[src/gpx_pkg.sv]
// Constants, register map and carrier types for the port pin access and pull-up block.
package gpx_pkg;
	// Port slots 0..5 are the bidirectional ports 0, 3, 4, 5, 8 and 9.
	localparam int NPORT = 6;
	localparam int P4_SLOT = 2;
	localparam logic [2:0] P2_SEL = 3'h6;
	localparam logic [NPORT*8-1:0] PORT_MASKS = {8'h07, 8'h3F, 8'hFF, 8'hFF, 8'h1F, 8'hFF};
	// Register byte offsets.
	localparam logic [11:0] OFS_PORT_BASE = 12'h000;
	localparam logic [11:0] OFS_P2_DATA = 12'h060;
	localparam logic [11:0] OFS_READ_CTRL = 12'h070;
	localparam logic [11:0] OFS_PU_LOW = 12'h074;
	localparam logic [11:0] OFS_PU_HIGH = 12'h078;
	localparam logic [11:0] OFS_CMP = 12'h07C;
	localparam logic [3:0] OFS_LATCH = 4'h0;
	localparam logic [3:0] OFS_DIR = 4'h4;
	localparam logic [3:0] OFS_MODE = 4'h8;
	// Implemented bit masks and the NMI pin mask.
	localparam logic [7:0] READ_CTRL_IMPL = 8'h01;
	localparam logic [7:0] PU_LOW_IMPL = 8'h3F;
	localparam logic [7:0] PU_HIGH_IMPL = 8'h03;
	localparam logic [7:0] NMI_PIN_MASK = 8'h01;
	// Pull-up bit positions.
	localparam int PU_P0 = 0;
	localparam int PU_P2 = 2;
	localparam int PU_P3 = 3;
	localparam int PU_P4 = 4;
	localparam int PU_P5 = 5;
	localparam int PU_P8 = 0;
	localparam int PU_P9 = 1;
	// Compare register fields.
	localparam int CMP_RES_LSB = 8;
	localparam int CMP_DONE_BIT = 16;
	localparam int CMP_BUSY_BIT = 17;
	// Reset values.
	localparam logic [7:0] RST_DIR = 8'hFF;
	localparam logic [7:0] RST_LATCH = 8'h00;
	localparam logic [7:0] RST_MODE = 8'h00;
	localparam logic [7:0] RST_CTRL = 8'h00;
	// Bus responses.
	localparam logic [1:0] RESP_OKAY = 2'h0;
	localparam logic [1:0] RESP_SLVERR = 2'h2;

	typedef struct packed {
		logic [7:0] dout;
		logic [7:0] oe;
		logic [7:0] pu;
	} gpx_pad_t;

	typedef enum logic [1:0] {
		CMP_IDLE = 2'b01,
		CMP_END = 2'b10
	} gpx_cmp_state_t;
endpackage : gpx_pkg

[src/gpx_port_slice.sv]
// One bidirectional port: output latch, direction, port/control mode, pad drive and read value.
`timescale 1ns/10ps
module gpx_port_slice
	import gpx_pkg::*;
#(
	parameter logic [7:0] MASK = 8'hFF
) (
	// Clock, reset, enable
	input wire logic aclk,
	input wire logic aresetn,
	input wire logic ce,
	// Register writes
	input wire logic we_latch,
	input wire logic we_dir,
	input wire logic we_mode,
	input wire logic [7:0] wdata,
	// Control
	input wire logic pin_read_mode,
	input wire logic pu_sel,
	// Pins and control function outputs
	input wire logic [7:0] pin_in,
	input wire logic [7:0] ctrl_out,
	// Results
	output gpx_pad_t pad,
	output logic [7:0] latch,
	output logic [7:0] dir,
	output logic [7:0] mode,
	output logic [7:0] rd_data
);
	logic [7:0] latch_r;
	logic [7:0] dir_r;
	logic [7:0] mode_r;
	wire logic [7:0] in_pins = dir_r & MASK;
	wire logic [7:0] out_pins = ~dir_r & MASK;
	wire logic [7:0] normal_rd = (latch_r & out_pins) | (pin_in & in_pins);
	wire logic [7:0] pin_rd = pin_in & out_pins;

	always_ff @(posedge aclk) begin
		if (!aresetn) begin
			latch_r <= RST_LATCH;
			dir_r <= RST_DIR;
			mode_r <= RST_MODE;
		end else if (ce) begin
			if (we_latch) latch_r <= wdata & MASK;
			if (we_dir) dir_r <= wdata & MASK;
			if (we_mode) mode_r <= wdata & MASK;
		end
	end

	assign pad.dout = (mode_r & ctrl_out) | (~mode_r & latch_r);
	assign pad.oe = out_pins;
	assign pad.pu = {8{pu_sel}} & in_pins;
	assign rd_data = pin_read_mode ? pin_rd : normal_rd;
	assign latch = latch_r;
	assign dir = dir_r;
	assign mode = mode_r;
endmodule : gpx_port_slice

[src/gpx_top.sv]
// Port pin access, latch-versus-pin compare and pull-up control behind an AXI4-Lite slave.
// How it works
// - Reset makes all port pins inputs.
// - Read control bits 7..1 read zero.
// - Pin read mode breaks bit operations.
// - Pin mode: outputs read pins, inputs zero.
// - Input pins compare as matching, except on ports 2 and 4.
// - Port 4 input change gives mismatch.
// - NMI pin never gets a pull-up.
// - Pull-up bit enables port pull-ups.
// - Pull-up unused high bits read zero.
//
// Our own choices: the address map and the AXI4-Lite slave port.
`timescale 1ns/10ps
module gpx_top
	import gpx_pkg::*;
(
	// Clock, reset, enable
	input wire logic aclk,
	input wire logic aresetn,
	input wire logic ce,
	// AXI4-Lite write
	input wire logic [11:0] s_axi_awaddr,
	input wire logic s_axi_awvalid,
	output logic s_axi_awready,
	input wire logic [31:0] s_axi_wdata,
	input wire logic [3:0] s_axi_wstrb,
	input wire logic s_axi_wvalid,
	output logic s_axi_wready,
	output logic [1:0] s_axi_bresp,
	output logic s_axi_bvalid,
	input wire logic s_axi_bready,
	// AXI4-Lite read
	input wire logic [11:0] s_axi_araddr,
	input wire logic s_axi_arvalid,
	output logic s_axi_arready,
	output logic [31:0] s_axi_rdata,
	output logic [1:0] s_axi_rresp,
	output logic s_axi_rvalid,
	input wire logic s_axi_rready,
	// Bidirectional port pins and control functions
	input wire logic [NPORT-1:0][7:0] pin_in,
	input wire logic [NPORT-1:0][7:0] ctrl_out,
	output gpx_pad_t [NPORT-1:0] pad,
	// Dedicated input port 2
	input wire logic [7:0] port2_in,
	output logic [7:0] port2_pu
);
	function automatic logic port_hit(input logic [11:0] a, input int p, input logic [3:0] sub);
		port_hit = (a == (OFS_PORT_BASE + 12'(p * 16) + {8'h00, sub}));
	endfunction : port_hit

	function automatic logic reg_mapped(input logic [11:0] a);
		reg_mapped = (a < 12'(NPORT * 16) && a[3:0] <= OFS_MODE && a[1:0] == 2'h0) ||
			a == OFS_P2_DATA || a == OFS_READ_CTRL || a == OFS_PU_LOW ||
			a == OFS_PU_HIGH || a == OFS_CMP;
	endfunction : reg_mapped

	function automatic logic [7:0] sel_pins_at(input logic [2:0] s);
		sel_pins_at = 8'h00;
		for (int i = 0; i < NPORT; i++) begin
			if (s == 3'(i)) sel_pins_at = pin_in[i] & PORT_MASKS[i*8 +: 8];
		end
	endfunction : sel_pins_at

	logic bvalid_r;
	logic [1:0] bresp_r;
	logic rvalid_r;
	logic [1:0] rresp_r;
	logic [31:0] rdata_r;
	logic [11:0] rd_addr_r;
	logic [7:0] read_ctrl_r;
	logic [7:0] pu_low_r;
	logic [7:0] pu_high_r;
	gpx_cmp_state_t cmp_state_r;
	gpx_cmp_state_t cmp_state_nxt;
	logic [2:0] cmp_sel_r;
	logic [7:0] cmp_snap_r;
	logic [7:0] cmp_res_r;
	logic [7:0] cmp_res_nxt;
	logic cmp_done_r;

	wire logic wr_go = ce && s_axi_awvalid && s_axi_wvalid && !bvalid_r;
	wire logic rd_go = ce && s_axi_arvalid && !rvalid_r;
	wire logic wr_lane = s_axi_wstrb[0];
	wire logic [7:0] wbyte = s_axi_wdata[7:0];
	wire logic pin_read_mode_bit = read_ctrl_r[0];
	wire logic we_read_ctrl = wr_go && wr_lane && s_axi_awaddr == OFS_READ_CTRL;
	wire logic we_pu_low = wr_go && wr_lane && s_axi_awaddr == OFS_PU_LOW;
	wire logic we_pu_high = wr_go && wr_lane && s_axi_awaddr == OFS_PU_HIGH;
	wire logic we_cmp = wr_go && wr_lane && s_axi_awaddr == OFS_CMP && cmp_state_r == CMP_IDLE;

	wire logic [NPORT-1:0] pu_sel = {pu_high_r[PU_P9], pu_high_r[PU_P8], pu_low_r[PU_P5],
		pu_low_r[PU_P4], pu_low_r[PU_P3], pu_low_r[PU_P0]};
	logic [NPORT-1:0][7:0] latch_v;
	logic [NPORT-1:0][7:0] dir_v;
	logic [NPORT-1:0][7:0] mode_v;
	logic [NPORT-1:0][7:0] rd_v;
	logic [NPORT-1:0][7:0] port_rd_sel;

	genvar gi;
	generate
		for (gi = 0; gi < NPORT; gi++) begin : g_port
			gpx_port_slice #(
				.MASK(PORT_MASKS[gi*8 +: 8])
			) u_slice (
				.aclk(aclk),
				.aresetn(aresetn),
				.ce(ce),
				.we_latch(wr_go && wr_lane && port_hit(s_axi_awaddr, gi, OFS_LATCH)),
				.we_dir(wr_go && wr_lane && port_hit(s_axi_awaddr, gi, OFS_DIR)),
				.we_mode(wr_go && wr_lane && port_hit(s_axi_awaddr, gi, OFS_MODE)),
				.wdata(wbyte),
				.pin_read_mode(pin_read_mode_bit),
				.pu_sel(pu_sel[gi]),
				.pin_in(pin_in[gi]),
				.ctrl_out(ctrl_out[gi]),
				.pad(pad[gi]),
				.latch(latch_v[gi]),
				.dir(dir_v[gi]),
				.mode(mode_v[gi]),
				.rd_data(rd_v[gi])
			);
			assign port_rd_sel[gi] = port_hit(s_axi_araddr, gi, OFS_LATCH) ? rd_v[gi] :
				port_hit(s_axi_araddr, gi, OFS_DIR) ? dir_v[gi] :
				port_hit(s_axi_araddr, gi, OFS_MODE) ? mode_v[gi] : 8'h00;
		end
	endgenerate

	// No pull-up on the NMI pin.
	assign port2_pu = {8{pu_low_r[PU_P2]}} & ~NMI_PIN_MASK;

	logic [7:0] port_rd_any;
	always_comb begin
		port_rd_any = 8'h00;
		for (int i = 0; i < NPORT; i++) begin
			port_rd_any = port_rd_any | port_rd_sel[i];
		end
	end

	wire logic [31:0] cmp_word = {14'h0000, cmp_state_r == CMP_END, cmp_done_r, cmp_res_r, 5'h00, cmp_sel_r};
	wire logic [31:0] rd_word = (s_axi_araddr == OFS_P2_DATA) ? {24'h000000, port2_in} :
		(s_axi_araddr == OFS_READ_CTRL) ? {24'h000000, read_ctrl_r} :
		(s_axi_araddr == OFS_PU_LOW) ? {24'h000000, pu_low_r} :
		(s_axi_araddr == OFS_PU_HIGH) ? {24'h000000, pu_high_r} :
		(s_axi_araddr == OFS_CMP) ? cmp_word : {24'h000000, port_rd_any};

	// Write and read channels; both address and data are taken in the same cycle.
	assign s_axi_awready = wr_go;
	assign s_axi_wready = wr_go;
	assign s_axi_bvalid = bvalid_r;
	assign s_axi_bresp = bresp_r;
	assign s_axi_arready = rd_go;
	assign s_axi_rvalid = rvalid_r;
	assign s_axi_rresp = rresp_r;
	assign s_axi_rdata = rdata_r;

	always_ff @(posedge aclk) begin
		if (!aresetn) begin
			bvalid_r <= 1'b0;
			bresp_r <= RESP_OKAY;
		end else if (ce) begin
			if (wr_go) begin
				bvalid_r <= 1'b1;
				bresp_r <= reg_mapped(s_axi_awaddr) ? RESP_OKAY : RESP_SLVERR;
			end else if (s_axi_bready) begin
				bvalid_r <= 1'b0;
			end
		end
	end

	always_ff @(posedge aclk) begin
		if (!aresetn) begin
			rvalid_r <= 1'b0;
			rresp_r <= RESP_OKAY;
			rdata_r <= 32'h00000000;
			rd_addr_r <= 12'h000;
		end else if (ce) begin
			if (rd_go) begin
				rvalid_r <= 1'b1;
				rresp_r <= reg_mapped(s_axi_araddr) ? RESP_OKAY : RESP_SLVERR;
				rdata_r <= reg_mapped(s_axi_araddr) ? rd_word : 32'h00000000;
				rd_addr_r <= s_axi_araddr;
			end else if (s_axi_rready) begin
				rvalid_r <= 1'b0;
			end
		end
	end

	always_ff @(posedge aclk) begin
		if (!aresetn) begin
			read_ctrl_r <= RST_CTRL;
			pu_low_r <= RST_CTRL;
			pu_high_r <= RST_CTRL;
		end else if (ce) begin
			if (we_read_ctrl) read_ctrl_r <= wbyte & READ_CTRL_IMPL;
			if (we_pu_low) pu_low_r <= wbyte & PU_LOW_IMPL;
			if (we_pu_high) pu_high_r <= wbyte & PU_HIGH_IMPL;
		end
	end

	// Compare: first cycle snapshots the pins, second cycle judges latch against pin.
	logic [7:0] sel_pins;
	logic [7:0] sel_latch;
	logic [7:0] sel_dir;
	always_comb begin
		sel_pins = 8'h00;
		sel_latch = 8'h00;
		sel_dir = 8'h00;
		for (int i = 0; i < NPORT; i++) begin
			if (cmp_sel_r == 3'(i)) begin
				sel_pins = pin_in[i] & PORT_MASKS[i*8 +: 8];
				sel_latch = latch_v[i];
				sel_dir = dir_v[i];
			end
		end
	end

	always_comb begin
		cmp_state_nxt = cmp_state_r;
		cmp_res_nxt = cmp_res_r;
		case (cmp_state_r)
			CMP_IDLE: begin
				if (we_cmp) cmp_state_nxt = CMP_END;
			end
			CMP_END: begin
				cmp_state_nxt = CMP_IDLE;
				if (cmp_sel_r == P2_SEL) begin
					cmp_res_nxt = port2_in;
				end else if (cmp_sel_r == 3'(P4_SLOT)) begin
					cmp_res_nxt = ((sel_latch ^ sel_pins) & ~sel_dir) | ((cmp_snap_r ^ sel_pins) & sel_dir);
				end else begin
					cmp_res_nxt = (sel_latch ^ sel_pins) & ~sel_dir;
				end
			end
			default: cmp_state_nxt = CMP_IDLE;
		endcase
	end

	always_ff @(posedge aclk) begin
		if (!aresetn) begin
			cmp_state_r <= CMP_IDLE;
			cmp_sel_r <= 3'h0;
			cmp_snap_r <= 8'h00;
			cmp_res_r <= 8'h00;
			cmp_done_r <= 1'b0;
		end else if (ce) begin
			cmp_state_r <= cmp_state_nxt;
			cmp_res_r <= cmp_res_nxt;
			if (we_cmp) begin
				cmp_sel_r <= s_axi_wdata[2:0];
				cmp_done_r <= 1'b0;
			end else if (cmp_state_r == CMP_END) begin
				cmp_done_r <= 1'b1;
			end
			if (cmp_state_r == CMP_IDLE) cmp_snap_r <= sel_pins_at(s_axi_wdata[2:0]);
		end
	end

	property p_reset_inputs;
		@(posedge aclk) !aresetn |=> (pad[0].oe | pad[1].oe | pad[2].oe | pad[3].oe | pad[4].oe | pad[5].oe) == 8'h00;
	endproperty
	a_reset_inputs: assert property (p_reset_inputs) else $error("port pins not inputs after reset");

	property p_read_ctrl_zero;
		@(posedge aclk) disable iff (!aresetn) rvalid_r && rd_addr_r == OFS_READ_CTRL |-> rdata_r[31:1] == 31'h0;
	endproperty
	a_read_ctrl_zero: assert property (p_read_ctrl_zero) else $error("read control upper bits not zero");

	property p_pin_mode_input_zero;
		@(posedge aclk) disable iff (!aresetn)
			rd_go && pin_read_mode_bit && port_hit(s_axi_araddr, 0, OFS_LATCH)
			|=> (rdata_r[7:0] & $past(dir_v[0])) == 8'h00;
	endproperty
	a_pin_mode_input_zero: assert property (p_pin_mode_input_zero) else $error("input pin read nonzero in pin mode");

	property p_pin_mode_output_pin;
		@(posedge aclk) disable iff (!aresetn)
			rd_go && pin_read_mode_bit && port_hit(s_axi_araddr, 0, OFS_LATCH)
			|=> rdata_r[7:0] == ($past(pin_in[0]) & ~$past(dir_v[0]) & PORT_MASKS[7:0]);
	endproperty
	a_pin_mode_output_pin: assert property (p_pin_mode_output_pin) else $error("output pin read not pin level");

	property p_input_match;
		@(posedge aclk) disable iff (!aresetn)
			ce && cmp_state_r == CMP_END && cmp_sel_r != P2_SEL && cmp_sel_r != 3'(P4_SLOT)
			|=> (cmp_res_r & $past(sel_dir)) == 8'h00;
	endproperty
	a_input_match: assert property (p_input_match) else $error("input pin reported mismatch");

	property p_p4_change;
		@(posedge aclk) disable iff (!aresetn)
			ce && cmp_state_r == CMP_END && cmp_sel_r == 3'(P4_SLOT)
			|=> (cmp_res_r & $past(sel_dir)) == (($past(cmp_snap_r) ^ $past(sel_pins)) & $past(sel_dir));
	endproperty
	a_p4_change: assert property (p_p4_change) else $error("port 4 change not reported");

	property p_nmi_no_pullup;
		@(posedge aclk) disable iff (!aresetn) port2_pu[0] == 1'b0;
	endproperty
	a_nmi_no_pullup: assert property (p_nmi_no_pullup) else $error("pull-up on nmi pin");

	property p_pullup_enable;
		@(posedge aclk) disable iff (!aresetn) we_pu_low && wbyte[PU_P0] |=> pad[0].pu == (dir_v[0] & PORT_MASKS[7:0]);
	endproperty
	a_pullup_enable: assert property (p_pullup_enable) else $error("pull-up bit did not enable port");

	property p_pu_high_zero;
		@(posedge aclk) disable iff (!aresetn) (pu_high_r & ~PU_HIGH_IMPL) == 8'h00 && (pu_low_r & ~PU_LOW_IMPL) == 8'h00;
	endproperty
	a_pu_high_zero: assert property (p_pu_high_zero) else $error("unused pull-up bits set");

	property p_pu_inputs_only;
		@(posedge aclk) disable iff (!aresetn) (pad[2].pu & pad[2].oe) == 8'h00 && (pad[5].pu & pad[5].oe) == 8'h00;
	endproperty
	a_pu_inputs_only: assert property (p_pu_inputs_only) else $error("pull-up on driving pin");

	property p_cmp_done;
		@(posedge aclk) disable iff (!aresetn) we_cmp ##1 ce [*2] |-> cmp_done_r;
	endproperty
	a_cmp_done: assert property (p_cmp_done) else $error("compare did not finish in two cycles");
endmodule : gpx_top

[config.mk]
export PLATFORM = sky130hd
export DESIGN_NAME = gpx_top
export DESIGN_NICKNAME = d
export VERILOG_FILES = /design/src/gpx_pkg.sv /design/src/gpx_port_slice.sv /design/src/gpx_top.sv
export SDC_FILE = /design/constraint.sdc
export NUM_CORES = 1
export LEC_CHECK = 0
export BUFFER_PORTS_ARGS = -buffer_cell sky130_fd_sc_hd__buf_4
export CORE_UTILIZATION = 32
export DETAILED_ROUTE_END_ITERATION = 8
export PLACE_DENSITY = 0.62
export SLEW_MARGIN = 20
export SYNTH_ARGS = -nofsm -noshare
export SYNTH_HDL_FRONTEND = slang
export SYNTH_SLANG_ARGS = --single-unit
export TNS_END_PERCENT = 50
[constraint.sdc]
create_clock -name aclk -period 3.1 [get_ports aclk]
set_clock_uncertainty 0.2 [all_clocks]
set_input_delay 0.62 -clock aclk [delete_from_list [all_inputs] [get_ports aclk]]
set_output_delay 0.62 -clock aclk [all_outputs]
set_load 0.01 [all_outputs]
* Word level (Yosys, flattened, before mapping)
Index checks and enable logic that the tools add are counted.
** Cells by class
- $lt $le $gt $ge :: 4
- Eq/ne operators :: 58
- Muxes and demuxes :: 66
- Bitwise operators :: 71
- Reduce and logical (&&, ||, !) cells :: 84
** Operator list (count)
- 8-bit 2-to-1 mux :: 47
- 12-bit by 7-bit equality test with 1-bit output, second input constant :: 22
- 8-bit AND :: 20
- 12-bit by 6-bit equality test with 1-bit output, second input constant :: 12
- 8-bit bitwise OR :: 18
- 18-bit 2-to-1 mux :: 6
- 12-bit by 5-bit equality test with 1-bit output, second input constant :: 6
- 2-bit AND reduction :: 30
- 8-bit NOT :: 7
- 1-bit logical AND :: 33
- 8-bit by 3-bit AND with 8-bit output :: 4
- 8-bit by 5-bit AND with 8-bit output :: 4
- 8-bit by 6-bit AND with 8-bit output :: 4
- 12-bit by 3-bit equality test with 1-bit output, second input constant :: 2
- 12-bit by 4-bit equality test with 1-bit output, second input constant :: 2
- 12-bit zero test :: 2
- 12-bit by 7-bit < comparator with 1-bit output, second input constant :: 2
- 8-bit bitwise XOR :: 2
- 3-bit equality test, second input constant :: 5
- 3-bit by 2-bit equality test with 1-bit output, second input constant :: 4
- 1-bit logical OR :: 10
- 3-bit by 8-bit AND with 8-bit output :: 1
- 5-bit by 8-bit AND with 8-bit output :: 1
- 6-bit by 8-bit AND with 8-bit output :: 1
- 23 further kinds :: 38
** Word-level totals
- Register bits after elaboration :: 193
- Input bits :: 172
- Output and inout port bits :: 193
- Word-level logic and storage cells :: 314

* Logic depth before layout (Yosys ltp)
Gate-level depths: netlist of the first run.
- Depth in word-level cells :: 16
- Mapped depth :: 9
- Depth with buffers taken out :: 7

* Hierarchy
Synthesis of the first run repeated with hierarchy kept, for this count alone.
** Unflattened totals
- Cell total of the unflattened synthesis :: 1573
- Area, all modules :: 13391.6 sq um
** By module, submodules not included
- gpx_top :: times used 1, cells each 784, area an instance 6163.4 sq um, sequential area each 1061.0 sq um
- gpx_port_slice (g_port[0].u_slice ...) :: times used 3, cells each 151, area an instance 1413.9 sq um, sequential area each 480.5 sq um
- gpx_port_slice (g_port[4].u_slice) :: times used 1, cells each 127, area an instance 1144.8 sq um, sequential area each 380.4 sq um
- gpx_port_slice (g_port[1].u_slice) :: times used 1, cells each 117, area an instance 1047.3 sq um, sequential area each 320.3 sq um
- gpx_port_slice (g_port[5].u_slice) :: times used 1, cells each 92, area an instance 794.5 sq um, sequential area each 200.2 sq um

* Least setup slack after synthesis of the first run
No wires, ideal clock.
- Path type :: input port to flip-flop
- Start :: input port s_axi_awaddr[11]
- End :: register cmp_sel_r[2]
- Library setup time :: 128 ps
- Arrival time :: 2232 ps
- Data required time :: 2772 ps
- Setup slack :: 540 ps
- Stages on the path :: 7
- Buffers on the path :: 1
- Cell sequence :: or4_4 nor2_8 nand4_4 or4_4 buf_6 mux2i_1 nor2_1
** Between the ends
- Longest elaborated chain between the ends :: 4
** RTL lines
- start, declared :: RTL line gpx_top.sv:23 : input wire logic [11:0] s_axi_awaddr,
- 12-bit by 7-bit equality test with 1-bit output :: RTL line gpx_top.sv:91 : wire logic we_cmp = wr_go && wr_lane && s_axi_awaddr == OFS_CMP && cmp_state_r == CMP_IDLE;
- 1-bit logical AND (2 in series) :: RTL line gpx_top.sv:91
- 2-bit AND reduction (no line)
- end signal, assigned :: RTL line gpx_top.sv:251 : cmp_sel_r <= s_axi_wdata[2:0];
- end, declared :: RTL line gpx_top.sv:77 : logic [2:0] cmp_sel_r;
Every way passes these cells.
A chain may end at the register's enable or synchronous reset.

* Worst setup path after layout of the first run
- Start :: register cmp_sel_r[0]
- End :: register cmp_res_r[2]
** Between the ends
- Longest elaborated chain between the ends :: 12
- Elaborated cells between the ends (all ways) :: 33
- Those cells by class :: eq/ne (6); mux (20); bitwise (6); reduce/logical (1)
** RTL lines
- 3-bit zero test :: RTL line gpx_top.sv:211 : if (cmp_sel_r == 3'(i)) begin
- 8-bit 2-to-1 mux (6 in series) :: RTL line gpx_top.sv:211
- 8-bit bitwise XOR (tied with other cells) :: RTL line gpx_top.sv:231, gpx_top.sv:233
- 8-bit AND (on tied branches) :: RTL line gpx_top.sv:231, gpx_top.sv:233
- 8-bit bitwise OR :: RTL line gpx_top.sv:231 : cmp_res_nxt = ((sel_latch ^ sel_pins) & ~sel_dir) | ((cmp_snap_r ^ sel_pins) & sel_dir);
- 8-bit 2-to-1 mux :: RTL line gpx_top.sv:230 : end else if (cmp_sel_r == 3'(P4_SLOT)) begin
- 8-bit 2-to-1 mux (*) :: RTL line gpx_top.sv:228 : if (cmp_sel_r == P2_SEL) begin
- end signal, assigned :: RTL line gpx_top.sv:249 : cmp_res_r <= cmp_res_nxt;
- end, declared :: RTL line gpx_top.sv:79 : logic [7:0] cmp_res_r;
Every way passes the cells marked *; elsewhere a longest branch is shown, timed or not.

==> impl_summary.log, run 1 <==
[metrics] clock net sink count: 170
[metrics] Core ar.: 34800 um^2
[metrics] Final setup viols: 0
[metrics] area of combinational cells with multiple inputs: 7090 um^2
[metrics] portion of the clock cycle consumed by the worst path in the final layout: 0.824
[metrics] Critical Path Fanout Max: 31
[metrics] multiplexer share of the synthesized area: 0.174
[metrics] buffer levels on the longest clock path: 2
[metrics] total die area: 36300 um^2
[metrics] post-cts gate resize count: 0
[metrics] Hold Path Depth: 4
[metrics] Routed wire per std cell: 25.7 um
[metrics] detailed-placement wirelength estimate: 42500 um
[metrics] number of I/O port buffers: 270
[metrics] arrival time worst endpoint: 2670 ps
[metrics] post-synthesis area per instance: 8.05 um^2
[metrics] top-level port count: between 300 and 400
[metrics] post-detailed-route via-to-cell ratio: roughly 5.7
[metrics] leakage power total: 0.00622 uW
[metrics] Pwr Total: 5120 uW
[metrics] TritonCTS buffer count: 17
[metrics] violation count after the first detailed-route iteration: about 1400
[metrics] Die Span Y: 191 um
[metrics] initial core utilization: 0.327
[metrics] leading cell type by number of instances after synthesis: dfxtp_1
[metrics] unrepaired setup endpoints after global routing: false
[metrics] most common flop cell mapped by yosys: dfxtp_1
[metrics] die width: 191 um
[metrics] most used standard cells in the synthesized netlist: dfxtp_1, nand2_1, nor2_1
[metrics] library cell used as clock root buffer: clkbuf_16
[metrics] worst reg-to-reg path cell count: 6
[metrics] first-pass GRT wire length: ~78000 um
[metrics] antenna violations before repair: 0
[metrics] measured slew at the worst slew-check pin: 889 ps
[metrics] post-CTS repair timing setup buffer count: 0
[metrics] total number of nets in the final design: 1827
[metrics] detailed-route via count: 12200
[metrics] flip-flop and latch count after synthesis: 170
[metrics] min-delay worst type: input port to flop
[metrics] total standard cell area after synthesis: about 11000 um^2
[metrics] worst setup path class: flop to flop
[metrics] H-Tree Level Count: 4
[metrics] top post-synthesis cells by area: dfxtp_1, mux2i_1, mux2_2
[metrics] pin count of the biggest net entering global routing: 62
[metrics] TritonCTS clock tree: done
[metrics] result of the run: complete, no violations
[metrics] crit start category: flop
[metrics] total DRC errors in the routed layout: 0
[metrics] final estimated routing congestion in global placement: 0.989
[metrics] setup TNS: 0 ps
[metrics] Max transition margin: 0.406
[metrics] worst-skew pair later-pin latency: 460 ps
[metrics] area share of the largest cell type after synthesis: 0.299
[metrics] async set-reset flop share out of synthesis: 0
[metrics] post-synth top area cell: dfxtp_1
[metrics] synth unique cells: 79
[metrics] area share of and/or/nand/nor cells after synthesis: 0.210
[metrics] detailed-routing iteration count for the pre-antenna-repair pass: 5
[metrics] Peak Freq: slightly below 0.4 GHz
[metrics] Max VDD drop: 0.375 mV
[metrics] total power density per cell area: ~350 nW/um^2
[metrics] sequential cell area fraction in the yosys report: 0.299
[metrics] smallest hold slack: 261 ps
[metrics] required time of the worst setup path: 3220 ps
[metrics] arithmetic-cell share of the synthesized area counting full adders, half adders and majority gates: 0
[metrics] fillers: 3556
[metrics] clock-pin slew on the worst setup and hold paths: roughly 70 ps
[metrics] dominant combinational cell family by area after synthesis: compound AO/OA/AOI/OAI gates
[metrics] row cnt: between 60 and 70
[metrics] Ys Warns: 0
[metrics] total wire length: 54600 um
[metrics] via count of the first global-routing pass: 11300
[metrics] antenna-violating nets left: 0
[metrics] count of hold-fix buffers inserted at cts: 0
[metrics] area share of xor/xnor cells in the synthesized design: 0.0100
[metrics] compound-cell area share of the yosys netlist: 0.213
[metrics] global-route total usage across every layer: 0.296
[metrics] max-cap check violation count: 0
[metrics] final number of hold-violating endpoints: 0
[metrics] number of enable flip-flop cells after synthesis: 0
[metrics] number of max-slew violations in the final report: 0
[metrics] sort of element at the end of the critical path: flop
[metrics] number of antenna diodes: 0
[metrics] gr ovfl total: 0
[metrics] time the worst path needs with I/O delays and setup: 2550 ps
[metrics] area taken by flip-flops and latches: 3410 um^2
[metrics] fraction of layout cells with a size suffix above 1: 0.273
[metrics] Gate Count Post-Synth: 1415
[metrics] Syn-to-layout area delta: 27.0%
## worst paths after layout
path / from / to / slack [ps]
worst max-delay path: cmp_sel_r[0] / cmp_res_r[2] / 550
worst min-delay path: s_axi_rready / s_axi_rvalid / 260
worst max register to register: cmp_sel_r[0] / cmp_res_r[2] / 550
worst min register to register: cmp_state_r[1] / cmp_state_r[1] / 260
## per-layer routing
| layer | part of all wire | vias to the layer above | track usage |
|---|---|---|---|
| li1 | - | 5510 | - |
| met1 | 0.46 | 5990 | 0.433 |
| met2 | 0.44 | 630 | 0.450 |
| met3 | 0.079 | 54 | 0.0451 |
| met4 | 0.018 | 0 | 0.0729 |
| met5 | 0 | - | 0 |
## logic make-up after synthesis
group	count (synthesis)
simple gates	462
compound gates	376
buf+inv	215
mux	178
flops	170
xor+xnor	13
other cells	1
## power breakdown
part | total (uW) | leakage [uW] | internal (uW) | switching [uW]
sequential | 2200 | 0.00137 | 2190 | 6.45
clock | 2310 | 0.000303 | 1170 | 1140
combinational | 609 | 0.00454 | 228 | 381
total | 5120 | 0.00622 | 3590 | 1530
## cell type report
cell class / instances / share of cell area
Clock inverter: 15 / 0.0137
Sequential cell: 170 / 0.236
Clock buffer: 17 / 0.0294
Tap cell: 455 / 0.0394
Timing Repair Buffer: 339 / 0.178
Inverter: 51 / 0.0133
Multi-Input combinational cell: 1076 / 0.491
## flip-flops by register name, indices dropped and copies added, names as in the netlist
register	flops
s_axi_bvalid	1
s_axi_rresp	1
s_axi_rvalid	1
g_port.u_slice.mode	38
cmp_snap_r	8
pu_high_r	2
pu_low_r	6
cmp_res_r	8
s_axi_rdata	18
cmp_done_r	1
s_axi_bresp	1
cmp_sel_r	3
g_port.u_slice.dir	41
g_port.u_slice.latch	38
cmp_state_r	2
read_ctrl_r	1
## per-stage QoR
| step | instances | util | instance area [um^2] | worst slack, ps |
|---|---|---|---|---|
| after floorplan | 1461 | - | 11600 | 540 |
| after global placement | 2091 | 0.398 | 13800 | 176 |
| after detailed placement | 2091 | 0.398 | 13800 | 143 |
| after CTS | 2123 | 0.415 | 14500 | 566 |
| after global routing | 2123 | 0.415 | 14500 | 404 |
| final | 2123 | 0.415 | 14500 | 546 |
## critical path: stages (launching register included)
cell	delay [ps]
dfxtp_2	750
buf_4	390
a211oi_1	100
o41ai_1	460
a21oi_1	120
o211ai_1	280
a31oi_1	120
## cells in the final DEF (no fill, tap or decap), types with 26 or more instances in the layout
cell type  synthesis  final
mux2_2            49     49
nand3_1           33     33
a21oi_1           78     78
buf_4             57    337
mux2i_1          118    118
a22oi_1           39     39
nand2_1          129    129
nor2_1           120    120
inv_1             49     49
nand3b_1          26     26
conb_1             1     47
dfxtp_1          170    167
o211ai_1          41     41
o21ai_0          104    104
and2_1            44     44
Power figures use the tool's default switching activity.
==> inputs of run 2 (changes only) <==
ABC_AREA = 1   (was default)
PLACE_DENSITY = 0.64   (was 0.62)
clock period = 2.1 ns   (was 3.1 ns; I/O delays follow)
==> impl_summary.log, run 2 <==
[metrics] result of the run: finished, violations left
[metrics] violations in the final reports: setup timing
[metrics] pin count of the biggest net entering global routing: 71 (+15%)
[metrics] TritonCTS clock tree: done
[metrics] detailed-routing iteration count for the pre-antenna-repair pass: 7 (+2)
[metrics] synth unique cells: 50 (-37%)
[metrics] fraction of layout cells with a size suffix above 1: 0.334 (+0.0604)
[metrics] setup TNS: -541 ps (-541 ps)
[metrics] library cell used as clock root buffer: clkbuf_16
[metrics] number of I/O port buffers: 270 (unchanged)
[metrics] top post-synthesis cells by area: dfxtp_1, nand2_1, o21ai_0
[metrics] most common flop cell mapped by yosys: dfxtp_1
[metrics] worst setup path class: flop to flop
[metrics] flip-flop and latch count after synthesis: 170 (unchanged)
[metrics] sequential cell area fraction in the yosys report: 0.312 (+0.0129)
[metrics] critical-path cell with the highest stage delay: dfxtp_4
[metrics] buffer levels on the longest clock path: 2 (unchanged)
[metrics] total number of nets in the final design: 2346 (+28%)
[metrics] time the worst path needs with I/O delays and setup: 2240 ps (-317 ps)
[metrics] cell chain of the critical path: buf_4 -> buf_12 -> buf_4 -> nand2_1 -> nand3_2 -> nand2_2 -> nand3_2 -> nand2_2 -> nor2_2 -> nand2_1 -> nor2_1 -> nand3_1 -> nand2_1 -> nand2_1 -> nand2_2 -> nand2_1 -> nand2_1 -> a21oi_1
[metrics] Peak Freq: 0.447 GHz (+14%)
[metrics] first-pass GRT wire length: 86700 um (+11%)
[metrics] number of antenna diodes: 0 (unchanged)
[metrics] DP Worst Slack: -512 ps (-655 ps)
[metrics] number of enable flip-flop cells after synthesis: 0 (unchanged)
[metrics] initial core utilization: 0.325 (-0.00171)
[metrics] slowest cell delay on critical path: 380 ps (-370 ps)
[metrics] gr ovfl total: 0 (unchanged)
[metrics] number of max-slew violations in the final report: 0 (unchanged)
[metrics] Reg2Reg Setup Slack: -140 ps (-680 ps)
[metrics] unrepaired setup endpoints after global routing: true
[metrics] launch point of the critical path: read_ctrl_r[0]
[metrics] total standard cell area after synthesis: 10900 um^2 (-4.1%)
[metrics] worst-skew pair later-pin latency: 440 ps (-20 ps)
[metrics] Ys Warns: 0 (unchanged)
[metrics] TritonCTS buffer count: 17 (unchanged)
[metrics] post-synth top area cell: dfxtp_1
[metrics] arrival time worst endpoint: 2360 ps (-310 ps)
[metrics] required time of the worst setup path: 2230 ps (-990 ps)
[metrics] crit start category: flop
[metrics] top-level port count: 365 (unchanged)
[metrics] row cnt: 67 (-1.5%)
[metrics] async set-reset flop share out of synthesis: 0 (unchanged)
[metrics] flip-flop count of the largest register, all copies and words added: 41 (unchanged)
[metrics] detailed-placement wirelength estimate: 48100 um (+13%)
[metrics] sort of element at the end of the critical path: flop
[metrics] clock-pin slew on the worst setup and hold paths: 80 ps (about the same)
[metrics] global-route total usage across every layer: 0.335 (+0.0384)
[metrics] area share of the largest cell type after synthesis: 0.312 (+0.0129)
[metrics] Routed wire per std cell: 23.0 um (-11%)
[metrics] post-synthesis area per instance: 6.41 um^2 (-20%)
[metrics] Die Span Y: 187 um (-2.1%)
[metrics] total power density per cell area: 440 nW/um^2 (+24%)
[metrics] count of hold-fix buffers inserted at cts: 0 (unchanged)
[metrics] clock net sink count: 170 (unchanged)
[metrics] final estimated routing congestion in global placement: 1.02 (+3.0%)
[metrics] hold_sp: s_axi_wdata[3]
[metrics] portion of the clock cycle consumed by the worst path in the final layout: 1.06 (+0.241)
[metrics] min-delay worst type: input port to flop
[metrics] commonest non-fill, non-tap cells in the layout: buf_4, nand2_1, inv_1
[metrics] measured slew at the worst slew-check pin: 676 ps (-213 ps)
[metrics] leakage power total: 0.00805 uW (+29%)
[metrics] violation count after the first detailed-route iteration: 1415 (+4.3%)
[metrics] Max VDD drop: 0.531 mV (+42%)
[metrics] Pwr Total: 7250 uW (+42%)
[metrics] leading cell type by number of instances after synthesis: nand2_1
[metrics] Core ar.: 33500 um^2 (-3.6%)
[metrics] via count of the first global-routing pass: 13200 (+16%)
[metrics] Final setup viols: 9 (+9)
[metrics] Gate Count Post-Synth: 1703 (+20%)
[metrics] commonest non-fill, non-tap cell in the layout: buf_4
[metrics] Max transition margin: 0.549 (+0.143)
[metrics] setup slack after layout: -136 ps (-683 ps)
[metrics] max-cap check violation count: 0 (unchanged)
[metrics] post-detailed-route via-to-cell ratio: 5.40 (-5.9%)
[metrics] Syn-to-layout area delta: 51.0%
[metrics] total DRC errors in the routed layout: 0 (unchanged)
[metrics] Critical Path Fanout Max: 13 (-58%)
[metrics] final number of hold-violating endpoints: 0 (unchanged)
[metrics] total die area: 34800 um^2 (-4.1%)
[metrics] most repeated library cell on the critical path: nand2_1
[metrics] antenna-violating nets left: 0 (unchanged)
[metrics] launching point of the worst reg2reg path: read_ctrl_r[0]
[metrics] total wire length: 60500 um (+11%)
[metrics] H-Tree Level Count: 4 (unchanged)
[metrics] die width: 187 um (-2.1%)
[metrics] antenna violations before repair: 0 (unchanged)
[metrics] detailed-route via count: 14200 (+17%)
[metrics] most used standard cells in the synthesized netlist: nand2_1, inv_1, dfxtp_1
run 2: cell count changes after synthesis, sizes merged, moves of 33 or more:
| cell | change |
|---|---|
| nand3 | +64 |
| a22oi | -33 |
| mux2 | -45 |
| inv | +166 |
| a211oi | +40 |
| a21oi | +43 |
| o21ai | +74 |
| nand2 | +258 |
| nor2 | +46 |
| clkbuf | -43 |
| mux2i | -118 |
| and2 | -44 |
run 2: final timing paths:
check	to	cells past startpoint
hold reg to reg	s_axi_rdata[8]	2
hold / removal	g_port[1].u_slice.dir[3]	3
setup reg to reg	s_axi_rdata[1]	18
setup / recovery	s_axi_rdata[1]	18
run 2: cells by family after synthesis:
family,Yosys count,synth area share
other cells,1,0.000344
xor+xnor,5,0.00401
mux,4,0.00413
buf+inv,348,0.147
flops,170,0.312
simple gates,699,0.275
compound gates,476,0.258
run 2: cell type report:
cell class / count / area [um^2]
Fill cell: 3450 / 17100
Sequential cell: 170 / 3420
Inverter: 220 / 836
Clock inverter: 13 / 111
Multi-Input combinational cell: 1231 / 6590
Clock buffer: 19 / 443
Tap cell: 448 / 561
Timing Repair Buffer: 534 / 4520
run 2: what timing repair did:
action / in CTS / in global routing
buffers inserted: 12 / 12
endpoints found under the hold margin: 0 / 0
resized for setup: 58 / 118
gates cloned: 1 / 5
endpoints found under the setup margin: 14 / 34
pin swaps: 23 / 70
run 2: layer usage:
metal	wire length, um	GRT usage	vias up
li1	-	-	6556
met1	25400	0.444	6702
met2	26600	0.528	828
met3	5210	0.0485	147
met4	3270	0.168	0
met5	0	0	-
run 2: per-stage QoR:
stage / hold WS [ps] / utilization / instances / area (um^2)
finish: 26.7 / 0.491 / 2635 / 16500
global route: 37.7 / 0.491 / 2635 / 16500
CTS: 23.7 / 0.472 / 2619 / 15800
floorplan: 219 / - / 1749 / 11100
detailed placement: 241 / 0.446 / 2574 / 15000
global placement: 234 / 0.446 / 2574 / 15000
run 2: where the power goes:
group | internal [uW] | switching (uW)
sequential | 3230 | 10.8
clock | 1590 | 1590
combinational | 332 | 499
total | 5150 | 2100
run 2: critical path: cells and delay by family (launching register included):
kind / cells / cell delay [ps]
compound gates: 1 / 60
buf+inv: 3 / 380
flops: 1 / 380
simple gates: 14 / 1100
